$ cat config.mk
export PLATFORM = sky130hd
export DESIGN_NAME = gsl_port_core
export DESIGN_NICKNAME = d
export VERILOG_FILES = /design/src/hw/gsl_pkg.sv /design/src/hw/gsl_port_core.sv
export VERILOG_INCLUDE_DIRS = /design/src /design/src/hw
export SDC_FILE = /design/constraint.sdc
export NUM_CORES = 1
export LEC_CHECK = 0
export BUFFER_PORTS_ARGS = -buffer_cell sky130_fd_sc_hd__buf_2
export CORE_ASPECT_RATIO = 1.1
export CORE_MARGIN = 5
export CORE_UTILIZATION = 62
export DETAILED_ROUTE_END_ITERATION = 7
export PLACE_DENSITY = 0.82
export RECOVER_POWER = 100
export SYNTH_ARGS = -nofsm -noshare
export SYNTH_HDL_FRONTEND = slang
export SYNTH_SLANG_ARGS = --single-unit
$ cat constraint.sdc
create_clock -name core_clk -period 8.1 [get_ports core_clk]
set_input_delay 1.215 -clock core_clk [delete_from_list [all_inputs] [get_ports core_clk]]
set_output_delay 1.215 -clock core_clk [all_outputs]
set_load 0.01 [all_outputs]
$ cat src/hw/gsl_defs.svh
// Address map, command codes and timing constants of the port block.
`ifndef GSL_DEFS_SVH
`define GSL_DEFS_SVH

// ----------------------------------------------------------------------
// Geometry
// ----------------------------------------------------------------------
`define GSL_ADR_W 8
`define GSL_PORT_W 8
`define GSL_NPORT 4

// ----------------------------------------------------------------------
// Register byte offsets
// ----------------------------------------------------------------------
`define GSL_OFS_CMD 8'h00
`define GSL_OFS_MODE 8'h04
`define GSL_OFS_IEN 8'h08
`define GSL_OFS_ISTAT 8'h0C
`define GSL_OFS_OUT 8'h10
`define GSL_OFS_WIN 8'h20
`define GSL_OFS_TMR 8'h30
`define GSL_OFS_TDATA 8'h34
`define GSL_OFS_DIR 8'h38

// ----------------------------------------------------------------------
// Command codes written to the command word
// ----------------------------------------------------------------------
`define GSL_CMD_MODE 8'hC8
`define GSL_CMD_SHOW_LIVE 8'hE6
`define GSL_CMD_SHOW_LATCH 8'hE7
`define GSL_CMD_SHOW_OUT 8'hE8
`define GSL_CMD_SHOW_TRAP 8'hE9
`define GSL_CMD_CAPTURE 8'hEA
`define GSL_CMD_UPDATE 8'hEB
`define GSL_CMD_TRAP_CLR 8'hE4
`define GSL_CMD_TMR_SINGLE 8'hD0
`define GSL_CMD_TMR_CONT 8'hD1
`define GSL_CMD_TMR_STOP 8'hD2
`define GSL_CMD_TMR_CYC_STOP 8'hD3
`define GSL_CMD_TRAP_EN_AB 8'hB0
`define GSL_CMD_TRAP_EN_CD 8'hB1
`define GSL_CMD_TRAP_DIR_AB 8'hB2
`define GSL_CMD_TRAP_DIR_CD 8'hB3

// ----------------------------------------------------------------------
// Reset values and timing
// ----------------------------------------------------------------------
`define GSL_RST_WORD 32'h0000_0000
`define GSL_CLK_PERIOD_NS 8
`define GSL_US_NS 1000
`define GSL_US_CYCLES (`GSL_US_NS / `GSL_CLK_PERIOD_NS)
`define GSL_TMR_MAX_US 32000000
`define GSL_LOCK_CYC 4

`endif

$ cat src/hw/gsl_pkg.sv
// Types shared by the port block and its bench.
package gsl_pkg;
`include "gsl_defs.svh"

  typedef struct packed {
    logic cyc;
    logic stb;
    logic we;
    logic [`GSL_ADR_W-1:0] adr;
    logic [3:0] sel;
    logic [31:0] dat;
  } gsl_wb_req_s;

  typedef struct packed {
    logic ack;
    logic [31:0] dat;
  } gsl_wb_rsp_s;

  // Mode word, bit 5 down to bit 0.
  typedef struct packed {
    logic in_fall;
    logic out_fall;
    logic in_tmr;
    logic in_sim;
    logic out_tmr;
    logic out_sim;
  } gsl_mode_s;

  // Interrupt enable and status words, bit 3 down to bit 0.
  typedef struct packed {
    logic trap;
    logic out_stb;
    logic in_stb;
    logic tmr;
  } gsl_irq_s;

  typedef enum logic [1:0] {
    GSL_TMR_IDLE = 2'b00,
    GSL_TMR_SINGLE = 2'b01,
    GSL_TMR_CONT = 2'b11
  } gsl_tmr_e;

  typedef enum logic [1:0] {
    GSL_DISP_LIVE = 2'b00,
    GSL_DISP_LATCH = 2'b01,
    GSL_DISP_OUT = 2'b11,
    GSL_DISP_TRAP = 2'b10
  } gsl_disp_e;

endpackage : gsl_pkg

$ cat src/hw/gsl_port_core.sv
// Four 8-bit ports with simultaneous capture, trapping and output update.
`timescale 1ns/1ns
// How it works
// Output pins drive the bytes written to the four output value words.
// After command E8h the read windows show the driven output values.
// All inputs are captured in one cycle by strobe, command or timer.
// Host enables strobe/command capture with mode D2, edge with D5.
// Capture stores filtered inputs on selected strobe edge or command EAh.
// Captured data holds until the next capture trigger replaces it.
// Enable bit D1 raises an interrupt on each selected input strobe edge.
// Mode command C8h captures if the strobe already sits at edge level.
// After a strobe capture further strobe edges are ignored 4 cycles.
// Host sets mode D3, enable D0, loads and starts timer for capture.
// Timer up to 32 s captures at time-out, once or continuously.
// Status D0 flags time-out; reading it as 1 releases the interrupt.
// After command E7h the read windows show the captured inputs.
// Two enable and two direction commands set trapping per input.
// An enabled input trap flag sets on its chosen edge and sticks.
// After command E9h the read windows show the trap flags.
// Reading a trap window clears its flags; a command clears all.
// Traps sample on the clock, so sub-cycle pulses may be missed.
// Host enables strobe/command update with mode D0, edge with D4.
// In simultaneous mode writes wait; all ports update on trigger.
// Enable bit D2 raises an interrupt on each selected output edge.
// Host writes command EBh to update the outputs by software.
// The interrupt request pin is open drain, pulled low when active.
// Read windows map to ports A to D; content follows last select.
// Both strobes pass a two-stage synchroniser before edge detection.
// Capture command and strobe edge in one cycle give one capture.
module gsl_port_core #(
  parameter int TMR_W = $clog2(`GSL_TMR_MAX_US + 1),
  parameter int LOCK_W = 3
) (
  input wire logic core_clk,
  input wire logic resetn,
  input wire gsl_pkg::gsl_wb_req_s wb_req,
  output gsl_pkg::gsl_wb_rsp_s wb_rsp,
  input wire logic [31:0] port_in,
  output logic [31:0] port_out,
  output logic [31:0] port_oe_n,
  input wire logic input_capture_strobe,
  input wire logic output_update_strobe,
  input wire logic interrupt_request_n_in,
  output logic interrupt_request_n_out,
  output logic interrupt_request_n_oe_n
);
  import gsl_pkg::*;

  localparam int PW = `GSL_PORT_W;
  localparam logic [6:0] US_LAST = 7'(`GSL_US_CYCLES - 1);
  localparam logic [LOCK_W-1:0] LOCK_LOAD = LOCK_W'(`GSL_LOCK_CYC);

  // --------------------------------------------------------------------
  // Decode helpers
  // --------------------------------------------------------------------
  function automatic logic grp_hit(input logic [`GSL_ADR_W-1:0] a,
                                   input logic [`GSL_ADR_W-1:0] base);
    grp_hit = (a[`GSL_ADR_W-1:4] == base[`GSL_ADR_W-1:4]) &&
              (a[1:0] == 2'h0);
  endfunction : grp_hit

  function automatic logic [31:0] merge(input logic [31:0] old,
                                        input logic [31:0] dat,
                                        input logic [3:0] sel);
    merge = old;
    for (int i = 0; i < 4; i++) begin
      if (sel[i]) begin
        merge[i*PW +: PW] = dat[i*PW +: PW];
      end
    end
  endfunction : merge

  // --------------------------------------------------------------------
  // Synchronisers
  // --------------------------------------------------------------------
  logic [31:0] pin_s1, pin_s2, pin_d;
  logic [2:0] ist_s, ost_s;
  logic [1:0] irq_s;

  // Strobes and pins pass two flops before any logic.
  always_ff @(posedge core_clk or negedge resetn) begin
    if (!resetn) begin
      pin_s1 <= `GSL_RST_WORD;
      pin_s2 <= `GSL_RST_WORD;
      pin_d <= `GSL_RST_WORD;
      ist_s <= 3'h0;
      ost_s <= 3'h0;
      irq_s <= 2'h3;
    end else begin
      pin_s1 <= port_in;
      pin_s2 <= pin_s1;
      pin_d <= pin_s2;
      ist_s <= {ist_s[1:0], input_capture_strobe};
      ost_s <= {ost_s[1:0], output_update_strobe};
      irq_s <= {irq_s[0], interrupt_request_n_in};
    end
  end

  // --------------------------------------------------------------------
  // State
  // --------------------------------------------------------------------
  logic ack_reg, ack_next;
  logic [31:0] rdat_reg, rdat_next;
  gsl_mode_s mode_pend_reg, mode_pend_next, mode_act_reg, mode_act_next;
  gsl_irq_s ien_pend_reg, ien_pend_next, ien_act_reg, ien_act_next;
  gsl_irq_s istat_reg, istat_next;
  gsl_disp_e disp_reg, disp_next;
  gsl_tmr_e tmr_reg, tmr_next;
  logic [6:0] presc_reg, presc_next;
  logic [TMR_W-1:0] tval_reg, tval_next, tcnt_reg, tcnt_next;
  logic [LOCK_W-1:0] lock_reg, lock_next;
  logic [31:0] out_reg, out_next, pin_reg, pin_next, cap_reg, cap_next;
  logic [31:0] dir_reg, dir_next, ten_reg, ten_next, tdir_reg, tdir_next;
  logic [31:0] trap_reg, trap_next, tdata_reg, tdata_next;

  logic take, wr, rd, cmd_v, tmo, ist_ok, ost_ok, cap_fire, upd, c8_lvl;
  logic [7:0] cmd;
  logic [1:0] idx;
  logic [`GSL_ADR_W-1:0] adr;
  logic [31:0] hit, clr, in_mask;
  logic [TMR_W-1:0] tlim;

  always_comb begin
    ack_next = 1'b0;
    rdat_next = rdat_reg;
    mode_pend_next = mode_pend_reg;
    mode_act_next = mode_act_reg;
    ien_pend_next = ien_pend_reg;
    ien_act_next = ien_act_reg;
    disp_next = disp_reg;
    tmr_next = tmr_reg;
    presc_next = 7'h00;
    tcnt_next = tcnt_reg;
    tval_next = tval_reg;
    lock_next = lock_reg;
    out_next = out_reg;
    pin_next = pin_reg;
    dir_next = dir_reg;
    ten_next = ten_reg;
    tdir_next = tdir_reg;
    tdata_next = tdata_reg;
    tmo = 1'b0;
    clr = 32'h0000_0000;
    adr = wb_req.adr;
    idx = adr[3:2];
    take = wb_req.cyc && wb_req.stb && !ack_reg;
    wr = take && wb_req.we;
    rd = take && !wb_req.we;
    cmd_v = wr && (adr == `GSL_OFS_CMD) && wb_req.sel[0];
    cmd = cmd_v ? 8'(wb_req.dat) : 8'h00;
    in_mask = pin_s2 & ~dir_reg;

    // Bus slave: every access, mapped or not, is acked one cycle later.
    ack_next = take;
    if (wr) begin
      case (adr)
        `GSL_OFS_MODE: begin
          mode_pend_next = gsl_mode_s'(wb_req.dat);
        end
        `GSL_OFS_IEN: begin
          ien_pend_next = gsl_irq_s'(wb_req.dat);
        end
        `GSL_OFS_TMR: begin
          tval_next = TMR_W'(merge(32'(tval_reg), wb_req.dat, wb_req.sel));
        end
        `GSL_OFS_TDATA: begin
          tdata_next = merge(tdata_reg, wb_req.dat, wb_req.sel);
        end
        `GSL_OFS_DIR: begin
          dir_next = merge(dir_reg, wb_req.dat, wb_req.sel);
        end
        default: begin
          if (grp_hit(adr, `GSL_OFS_OUT) && wb_req.sel[0]) begin
            out_next[idx*PW +: PW] = 8'(wb_req.dat);
            // Direct pin write only outside simultaneous mode.
            if (!mode_act_reg.out_sim) begin
              // Written byte reaches the pins.
              pin_next[idx*PW +: PW] = 8'(wb_req.dat);
            end
          end
        end
      endcase
    end

    // Command decode.
    case (cmd)
      `GSL_CMD_MODE: begin
        mode_act_next = mode_pend_reg;
        ien_act_next = ien_pend_reg;
      end
      // Display select steers all four windows.
      `GSL_CMD_SHOW_LIVE: disp_next = GSL_DISP_LIVE;
      `GSL_CMD_SHOW_LATCH: disp_next = GSL_DISP_LATCH;
      `GSL_CMD_SHOW_OUT: disp_next = GSL_DISP_OUT;
      `GSL_CMD_SHOW_TRAP: disp_next = GSL_DISP_TRAP;
      // One command clears all trap flags.
      `GSL_CMD_TRAP_CLR: clr = 32'hFFFF_FFFF;
      // Pair-wise enable and direction loads.
      `GSL_CMD_TRAP_EN_AB: ten_next[15:0] = 16'(tdata_reg);
      `GSL_CMD_TRAP_EN_CD: ten_next[31:16] = 16'(tdata_reg);
      `GSL_CMD_TRAP_DIR_AB: tdir_next[15:0] = 16'(tdata_reg);
      `GSL_CMD_TRAP_DIR_CD: tdir_next[31:16] = 16'(tdata_reg);
      default: begin
      end
    endcase

    // Timer counts microseconds up to the loaded value.
    tlim = (tval_reg == '0) ? TMR_W'(1) : tval_reg;
    if (tmr_reg != GSL_TMR_IDLE) begin
      presc_next = (presc_reg == US_LAST) ? 7'h00 : 7'(presc_reg + 7'h01);
      if (presc_reg == US_LAST) begin
        if (TMR_W'(tcnt_reg + 1'b1) >= tlim) begin
          tmo = 1'b1;
          tcnt_next = '0;
          if (tmr_reg == GSL_TMR_SINGLE) begin
            tmr_next = GSL_TMR_IDLE;
          end
        end else begin
          tcnt_next = TMR_W'(tcnt_reg + 1'b1);
        end
      end
    end
    case (cmd)
      `GSL_CMD_TMR_SINGLE, `GSL_CMD_TMR_CONT: begin
        tmr_next = (cmd == `GSL_CMD_TMR_CONT) ? GSL_TMR_CONT
                                               : GSL_TMR_SINGLE;
        tcnt_next = '0;
        presc_next = 7'h00;
      end
      `GSL_CMD_TMR_STOP: tmr_next = GSL_TMR_IDLE;
      `GSL_CMD_TMR_CYC_STOP: begin
        if (tmr_reg == GSL_TMR_CONT) begin
          tmr_next = GSL_TMR_SINGLE;
        end
      end
      default: begin
      end
    endcase

    // Input strobe edges are ignored while the lockout runs.
    ist_ok = (mode_act_reg.in_fall ? (!ist_s[1] && ist_s[2])
                                   : (ist_s[1] && !ist_s[2])) &&
             (lock_reg == '0);
    ost_ok = mode_act_reg.out_fall ? (!ost_s[1] && ost_s[2])
                                   : (ost_s[1] && !ost_s[2]);
    lock_next = (lock_reg == '0) ? lock_reg : LOCK_W'(lock_reg - 1'b1);
    if (mode_act_reg.in_sim && ist_ok) begin
      lock_next = LOCK_LOAD;
    end

    // Mode write with the strobe already at the edge's end level.
    c8_lvl = (cmd == `GSL_CMD_MODE) && mode_pend_reg.in_sim &&
             (ist_s[1] == !mode_pend_reg.in_fall);
    // All triggers merge into one capture.
    cap_fire = (mode_act_reg.in_sim &&
                (ist_ok || cmd == `GSL_CMD_CAPTURE)) ||
               (mode_act_reg.in_tmr && tmo) || c8_lvl;
    // Every input byte is taken in the same cycle.
    cap_next = cap_fire ? in_mask : cap_reg;

    // Staged words reach all pins together.
    upd = (mode_act_reg.out_sim && (ost_ok || cmd == `GSL_CMD_UPDATE)) ||
          (mode_act_reg.out_tmr && tmo);
    if (upd) begin
      pin_next = out_next;
    end

    // Read answers and read side effects.
    if (rd) begin
      case (adr)
        `GSL_OFS_CMD: rdat_next = 32'({tmr_reg, disp_reg});
        `GSL_OFS_MODE: rdat_next = 32'(mode_pend_reg);
        `GSL_OFS_IEN: rdat_next = 32'(ien_pend_reg);
        `GSL_OFS_ISTAT: rdat_next = 32'({irq_s[1], 3'h0, istat_reg});
        `GSL_OFS_TMR: rdat_next = 32'(tval_reg);
        `GSL_OFS_TDATA: rdat_next = tdata_reg;
        `GSL_OFS_DIR: rdat_next = dir_reg;
        default: begin
          rdat_next = `GSL_RST_WORD;
          if (grp_hit(adr, `GSL_OFS_OUT)) begin
            rdat_next = 32'(out_reg[idx*PW +: PW]);
          end else if (grp_hit(adr, `GSL_OFS_WIN)) begin
            // Window content by display select.
            case (disp_reg)
              GSL_DISP_LATCH: rdat_next = 32'(cap_reg[idx*PW +: PW]);
              GSL_DISP_OUT: rdat_next = 32'(pin_reg[idx*PW +: PW]);
              GSL_DISP_TRAP: rdat_next = 32'(trap_reg[idx*PW +: PW]);
              default: rdat_next = 32'(pin_s2[idx*PW +: PW]);
            endcase
            // Reading a trap window clears that byte.
            if (disp_reg == GSL_DISP_TRAP) begin
              clr[idx*PW +: PW] = 8'hFF;
            end
          end
        end
      endcase
    end

    // Clocked edge test; a new hit wins over a clear.
    hit = ten_reg & ~dir_reg &
          ((pin_s2 & ~pin_d & ~tdir_reg) | (~pin_s2 & pin_d & tdir_reg));
    trap_next = (trap_reg & ~clr) | hit;

    // Sticky status; read-as-one clears, set wins.
    istat_next = istat_reg;
    if (rd && adr == `GSL_OFS_ISTAT) begin
      istat_next = gsl_irq_s'(istat_reg & ~istat_reg);
    end
    istat_next.tmr = istat_next.tmr | (ien_act_reg.tmr & tmo);
    istat_next.in_stb = istat_next.in_stb | (ien_act_reg.in_stb & ist_ok);
    istat_next.out_stb = istat_next.out_stb |
                         (ien_act_reg.out_stb & ost_ok);
    istat_next.trap = istat_next.trap | (ien_act_reg.trap & (|hit));
  end

  always_ff @(posedge core_clk or negedge resetn) begin
    if (!resetn) begin
      ack_reg <= 1'b0;
      rdat_reg <= `GSL_RST_WORD;
      mode_pend_reg <= '0;
      mode_act_reg <= '0;
      ien_pend_reg <= '0;
      ien_act_reg <= '0;
      istat_reg <= '0;
      disp_reg <= GSL_DISP_LIVE;
      tmr_reg <= GSL_TMR_IDLE;
      presc_reg <= 7'h00;
      tval_reg <= '0;
      tcnt_reg <= '0;
      lock_reg <= '0;
      out_reg <= `GSL_RST_WORD;
      pin_reg <= `GSL_RST_WORD;
      cap_reg <= `GSL_RST_WORD;
      dir_reg <= `GSL_RST_WORD;
      ten_reg <= `GSL_RST_WORD;
      tdir_reg <= `GSL_RST_WORD;
      trap_reg <= `GSL_RST_WORD;
      tdata_reg <= `GSL_RST_WORD;
    end else begin
      ack_reg <= ack_next;
      rdat_reg <= rdat_next;
      mode_pend_reg <= mode_pend_next;
      mode_act_reg <= mode_act_next;
      ien_pend_reg <= ien_pend_next;
      ien_act_reg <= ien_act_next;
      istat_reg <= istat_next;
      disp_reg <= disp_next;
      tmr_reg <= tmr_next;
      presc_reg <= presc_next;
      tval_reg <= tval_next;
      tcnt_reg <= tcnt_next;
      lock_reg <= lock_next;
      out_reg <= out_next;
      pin_reg <= pin_next;
      cap_reg <= cap_next;
      dir_reg <= dir_next;
      ten_reg <= ten_next;
      tdir_reg <= tdir_next;
      trap_reg <= trap_next;
      tdata_reg <= tdata_next;
    end
  end

  // --------------------------------------------------------------------
  // Outputs
  // --------------------------------------------------------------------
  assign wb_rsp.ack = ack_reg;
  assign wb_rsp.dat = rdat_reg;
  assign port_out = pin_reg;
  // Enable is low on bits configured as outputs.
  assign port_oe_n = ~dir_reg;
  // Open drain: only ever pulls low, released otherwise.
  assign interrupt_request_n_out = 1'b0;
  assign interrupt_request_n_oe_n = ~(|istat_reg);
endmodule : gsl_port_core

==> results.py, run 1 <==
metrics = {
    "clocking": {
        "cts_buffers": 48,
        "clk_pin_slew_ns": 0.06,
        "clock_path_buffers": 3,
        "post_cts_buffers": 0,
        "cts_num_sinks": 481,
        "h-tree-depth": 2,
        "cts.repair.resized": 0,
        "cts_tree": "done",
        "worstSkewPairLatency_ns": 0.57,
        "holdBufCountCts": 0,
        "cts_root_buffer": "clkbuf_16",
    },
    "floorplanning": {
        "coreArea_um2": 35100,
        "start_util_pct": 62.8,
        "row_count": 72,
        "die_h_um": 208,
        "dieArea_um2": 39500,
        "io_pins": 183,
        "dieWidth_um": 190,
    },
    "critical_path": {
        "cp-end-kind": "flop",
        "r2r_setup_slack_ns": 1.91,
        "r2r_cells": 13,
        "worstReg2RegStart": "tcnt_reg[0]$_DFFE_PN0P_",
        "worstReg2RegEnd": "cap_reg[30]$_DFFE_PN0P_",
        "worstSetupPathType": "reg -> reg",
        "worstPathRequired_ns": 8.55,
        "crit_fanout": 32,
        "arrival_ns": 6.64,
        "cp-start-kind": "flop",
    },
    "finish": {
        "layout_common_cells": "dfrtp_1, mux2_2, nand2_1, clkbuf_1, nor2_1",
        "layout_commonest_cell": "dfrtp_1",
        "syn_to_final_growth_pct": 11.9,
        "drive_gt1_share_pct": 21.1,
        "nets": 2142,
    },
    "global_route": {
        "grt_pass1_wl_um": 98900,
        "grtUsageTotal_pct": 32.1,
        "grt_max_degree": 179,
        "grt_pass1_vias": 16600,
        "antenna_found_initial": 5,
        "gr-total-overflow": 0,
    },
    "timing": {
        "timing.final.ws_setup_ns": 1.91,
        "slew_viol_final": 222,
        "setup_viol": 0,
        "finClkSkew_ns": 0.0184,
        "post-route-period-util_pct": 76.4,
        "fin_crit_ns": 6.19,
        "finalHoldViolations": 0,
        "worstMarginPinSlew_ns": 4.42,
        "hold_slack_ns": 0.340,
        "slew_headroom_pct": -195,
        "rsz0062_at_grt": "false",
        "clock.fmax_mhz": 161,
        "tns_ns": 0,
    },
    "logic_synthesis": {
        "avgSynthCellArea_um2": 11.8,
        "ys_types": 73,
        "async_flop_share_pct": 100,
        "synthMuxAreaShare_pct": 15.3,
        "yosysSeqAreaShare_pct": 54.6,
        "synth_ff_type": "dfrtp_1",
        "synth_xor_area_share_pct": 1.15,
        "ys_seq_elements": 481,
        "syn_inst": 1877,
        "netlist.top_cell.by_area": "dfrtp_1",
        "ys_top_cells_by_area": "dfrtp_1, mux2_2, nand2_1",
        "yosys.area_share.simple_pct": 11.8,
        "syn-num-nets": 1997,
        "synth_top_family_by_area": "multiplexers",
        "synth_warnings": 0,
        "yosys.area.top_type_share_pct": 54.3,
        "synth_edf_count": 0,
        "synth_compound_area_share_pct": 12.0,
        "synth_adder_area_share_pct": 2.04,
        "synth_area_um2": 22100,
    },
    "placement": {
        "hpwl_um": 45600,
        "place_ws_ns": 2.68,
        "gp_congestion": 0.987,
        "numPortBuffers": 181,
    },
    "hold_path": {
        "min_path_type": "reg -> reg",
        "worstHoldEndpoint": "pin_s2[9]$_DFF_PN0_",
        "hold_path_startpoint": "pin_s1[9]$_DFF_PN0_",
        "min_path_cells": 0,
    },
    "pwr": {
        "internal_power_mw": 3.85,
        "clock_power_share_pct": 44.4,
        "p_comb_share_pct": 5.3,
        "power_density_nw_per_um2": 203,
        "ir_drop_v": 0.000181,
        "leakage_nw": 11.5,
        "p_sw_mw": 1.16,
        "p_sw_share_pct": 23.1,
        "power_frac_seq_pct": 50.3,
        "power.total_mw": 5.00,
    },
    "run_status": {
        "status": "finished with violations",
        "violations": "max-capacitance violations, max-slew violations",
    },
    "routing": {
        "wl_um": 63800,
        "drt-initial-drc-count": 1910,
        "route.detailed.drc": 0,
        "first_pass_iters": 8,
        "viasPerCell": 6.61,
        "wire_per_inst_um": 25.4,
        "ant_nets": 0,
        "num_vias": 16600,
    },
    "flow_run": {
        "drv_cap": 6,
    },
}
metrics by stage:
stage,std cells,area [µm²],utilization (%)
final,2509,24700,70.3
after global routing,2504,24700,70.2
after CTS,2503,24900,70.8
after detailed placement,2416,23300,66.3
after global placement,2416,23300,66.3
after floorplan,1877,22100,-
layer usage:
metal | vias to the layer above | global-route usage [%] | wire length [µm]
li1 | 7124 | - | -
met1 | 8375 | 43.4 | 24500
met2 | 905 | 48.5 | 29100
met3 | 186 | 7.55 | 5880
met4 | 2 | 17.5 | 4260
met5 | - | 0 | 17
power by group through the flow:
stage / registers [mW] / clock network (mW) / logic [mW]
CTS: 2.51 / 2.24 / 0.274
global placement: 2.55 / 0 / 0.264
finish: 2.52 / 2.22 / 0.263
detailed placement: 2.56 / 0 / 0.271
floorplan: 2.56 / 0 / 0.109
global route: 2.52 / 2.34 / 0.291
cells by family (layout without fill, tap and decap cells):
family | count (synthesis) | count (layout)
and+or+nand+nor | 497 | 497
DFF | 481 | 481
AOI/OAI and AO/OA | 375 | 375
muxes | 285 | 285
buffers and inverters | 173 | 355
adders and majority gates | 36 | 36
xor gates and xnor gates | 29 | 29
other | 1 | 7
worst max-delay path, cell delays in order, from the launching register on:
cell	delay, ns
dfrtp_1	0.45
ha_1	0.27
nand3_1	0.25
nor4_1	0.93
nand4_1	0.31
xnor2_1	0.29
ha_1	0.29
nand4_1	0.15
nor2_1	0.06
a221oi_1	0.57
a21oi_1	0.19
nor3_2	0.14
clkbuf_1	1.62
mux2_2	0.47
synth_stat cells, types with 27 or more instances:
master	number
nor3b_1	27
nor2_1	102
dfrtp_1	479
nand3_1	27
o211ai_1	27
clkbuf_1	80
o21ai_0	58
mux2_2	227
mux2i_1	30
a22o_1	53
and3_1	27
nor2b_1	43
a21oi_1	85
nand2_1	143
a22oi_1	29
inv_1	68
ha_1	36
final cells by class:
cell class,count,area (µm²)
diodes,6,15.0
clock buffers,73,1450
clock inverters,14,128
fillers,2511,10400
inverters,69,259
multi-input cells,1223,9340
flip-flops and latches,481,12000
well taps,444,556
repair buffers,199,910
worst max path at each step:
stage / from / endpoint / slack [ns] / depth (start not counted)
2_1_floorplan: tcnt_reg[2]$_DFFE_PN0P_ / cap_reg[10]$_DFFE_PN0P_ / 4.04 / 14
3_3_place_gp: wb_req[38] / ten_reg[29]$_DFFE_PN0N_ / 2.83 / 8
3_5_place_dp: wb_req[38] / ten_reg[27]$_DFFE_PN0N_ / 2.68 / 8
4_1_cts: tcnt_reg[0]$_DFFE_PN0P_ / tcnt_reg[13]$_DFFE_PN0P_ / 3.12 / 12
5_1_grt: tcnt_reg[0]$_DFFE_PN0P_ / cap_reg[30]$_DFFE_PN0P_ / 1.48 / 13
6_report: tcnt_reg[0]$_DFFE_PN0P_ / cap_reg[30]$_DFFE_PN0P_ / 1.91 / 13
(Power assumes the default switching activity.)
==> run 2: changes to the inputs <==
- CORE_UTILIZATION: 62 -> 60
- PLACE_DENSITY: 0.82 -> 0.8
- clock period: 8.1 -> 5.7 ns (I/O delays scaled with it)
==> run 2 against run 1 <==
Against the previous run:
- the run still ends with max-capacitance violations, max-slew violations left
- final cell count increased by 2.0%
- utilization decreased by 1.7 points
- wire length increased by 1.9%
- die area increased by 3.2%
- final area increased by 0.70%
- clock power increased by 46%
- critical path depth decreased by 4
- via count increased by 0.55%
- largest cell class unchanged
==> results.py, run 2 (synthesized netlist as in run 1, its figures left out) <==
metrics = {
    "routing": {
        "route.detailed.drc": 0,
        "drt-initial-drc-count": 1743,
        "first_pass_iters": 7,
        "wire_per_inst_um": 25.4,
        "num_vias": 16700,
        "wl_um": 65000,
        "viasPerCell": 6.52,
        "ant_nets": 0,
    },
    "timing": {
        "worstMarginPinSlew_ns": 4.55,
        "finalHoldViolations": 0,
        "fin_crit_ns": 5.26,
        "tns_ns": 0,
        "rsz0062_at_grt": "false",
        "post-route-period-util_pct": 92.3,
        "hold_slack_ns": 0.345,
        "finClkSkew_ns": 0.0109,
        "setup_viol": 0,
        "slew_headroom_pct": -204,
        "clock.fmax_mhz": 190,
        "slew_viol_final": 123,
    },
    "placement": {
        "gp_congestion": 0.970,
        "numPortBuffers": 181,
        "hpwl_um": 45900,
    },
    "floorplanning": {
        "dieArea_um2": 40700,
        "start_util_pct": 60.8,
        "row_count": 73,
        "dieWidth_um": 193,
        "coreArea_um2": 36300,
        "io_pins": 183,
        "die_h_um": 211,
    },
    "flow_run": {
        "drv_cap": 2,
    },
    "finish": {
        "nets": 2152,
        "syn_to_final_growth_pct": 12.7,
        "fillers": 2715,
        "layout_common_cells": "dfrtp_1, mux2_2, nand2_1, clkbuf_1, nor2_1",
        "layout_commonest_cell": "dfrtp_1",
        "drive_gt1_share_pct": 21.3,
    },
    "pwr": {
        "p_sw_mw": 1.70,
        "power_density_nw_per_um2": 289,
        "clock_power_share_pct": 45.0,
        "power_frac_seq_pct": 49.8,
        "p_sw_share_pct": 23.6,
        "internal_power_mw": 5.50,
        "leakage_nw": 11.5,
        "ir_drop_v": 0.000239,
        "p_comb_share_pct": 5.2,
    },
    "clocking": {
        "worstSkewPairLatency_ns": 0.60,
        "cts_num_sinks": 481,
        "cts.repair.resized": 0,
        "clk_pin_slew_ns": 0.06,
        "cts_buffers": 48,
        "post_cts_buffers": 0,
        "clock_path_buffers": 3,
        "h-tree-depth": 2,
        "holdBufCountCts": 0,
        "cts_tree": "done",
        "cts_root_buffer": "clkbuf_16",
    },
    "critical_path": {
        "cp-end-kind": "flop",
        "crit_fanout": 22,
        "cp-start-kind": "input pin",
        "arrival_ns": 5.73,
        "worstPathRequired_ns": 6.17,
        "worstSetupPathType": "in -> reg",
    },
    "global_route": {
        "grt_pass1_vias": 16600,
        "grtUsageTotal_pct": 32.0,
        "grt_pass1_wl_um": 99500,
        "gr-total-overflow": 0,
        "antenna_found_initial": 3,
        "grt_max_degree": 131,
    },
    "run_status": {
        "status": "finished with violations",
        "violations": "max-capacitance violations, max-slew violations",
    },
    "hold_path": {
        "min_path_type": "reg -> reg",
    },
}
==> run 2: cell types whose count changed in the layout (fill, tap and decap cells not counted), sizes merged <==
cell	change
buf	+4
clkinvlp	+4
diode	-3
clkbuf	+2
inv	-2
bufinv	+1
dlymetal6s2s	+1
==> run 2: worst max-delay path: stages <==
cell and delay (ns):
clkbuf_1 0.67, inv_1 0.40, ha_1 0.25, or3b_2 0.49, nor4_1 0.98, nand3_1 0.33
nor2_1 0.25, clkbuf_1 1.05, mux2_2 0.43
==> run 2: area by class of cell <==
| type | instances | area, µm² | area share, % |
|---|---|---|---|
| Timing Repair Buffer | 209 | 985 | 3.96 |
| Antenna cell | 3 | 7.51 | 0.0302 |
| Inverter | 69 | 259 | 1.04 |
| Clock buffer | 70 | 1420 | 5.69 |
| Sequential cell | 481 | 12000 | 48.4 |
| Multi-Input combinational cell | 1223 | 9340 | 37.5 |
| Tap cell | 487 | 609 | 2.45 |
| Clock inverter | 17 | 210 | 0.845 |
==> run 2: power groups by stage <==
| stage | Sequential, mW | Combinational (mW) | Clock, mW |
|---|---|---|---|
| 2_1_floorplan | 3.63 | 0.155 | 0 |
| 3_3_place_gp | 3.63 | 0.378 | 0 |
| 3_5_place_dp | 3.64 | 0.387 | 0 |
| 4_1_cts | 3.58 | 0.390 | 3.28 |
| 5_1_grt | 3.59 | 0.414 | 3.41 |
| 6_report | 3.58 | 0.375 | 3.24 |
==> run 2: path summary, 6_finish.rpt <==
check	startpoint	end	slack (ns)	cells past startpoint
min reg2reg	pin_s1[1]$_DFF_PN0_	pin_s2[1]$_DFF_PN0_	0.35	0
max reg2reg	tcnt_reg[2]$_DFFE_PN0P_	cap_reg[21]$_DFFE_PN0P_	0.78	13
max	wb_req[39]	tdir_reg[29]$_DFFE_PN0N_	0.44	9
min in group asynchronous	resetn	rdat_reg[29]$_DFFE_PN0P_	1.94	1
max in group asynchronous	resetn	trap_reg[26]$_DFF_PN0_	1.21	1
min	pin_s1[1]$_DFF_PN0_	pin_s2[1]$_DFF_PN0_	0.35	0
==> run 2: metal layers <==
metal	wire (µm)	up-vias	track usage, %
met3	6270	206	7.19
met4	3900	4	16.3
li1	-	7162	-
met5	22	-	0
met1	25000	8408	43.7
met2	29800	904	48.5
==> run 2: through the flow <==
step | power (mW) | util [%] | instances | area, µm² | setup slack, ns
floorplan | 3.79 | - | 1877 | 22100 | 1.64
global placement | 4.01 | 64.6 | 2469 | 23400 | 1.03
detailed placement | 4.03 | 64.6 | 2469 | 23400 | 0.963
CTS | 7.24 | 69.1 | 2556 | 25100 | 0.942
global route | 7.42 | 68.5 | 2556 | 24900 | 0.341
finish | 7.20 | 68.6 | 2559 | 24900 | 0.441
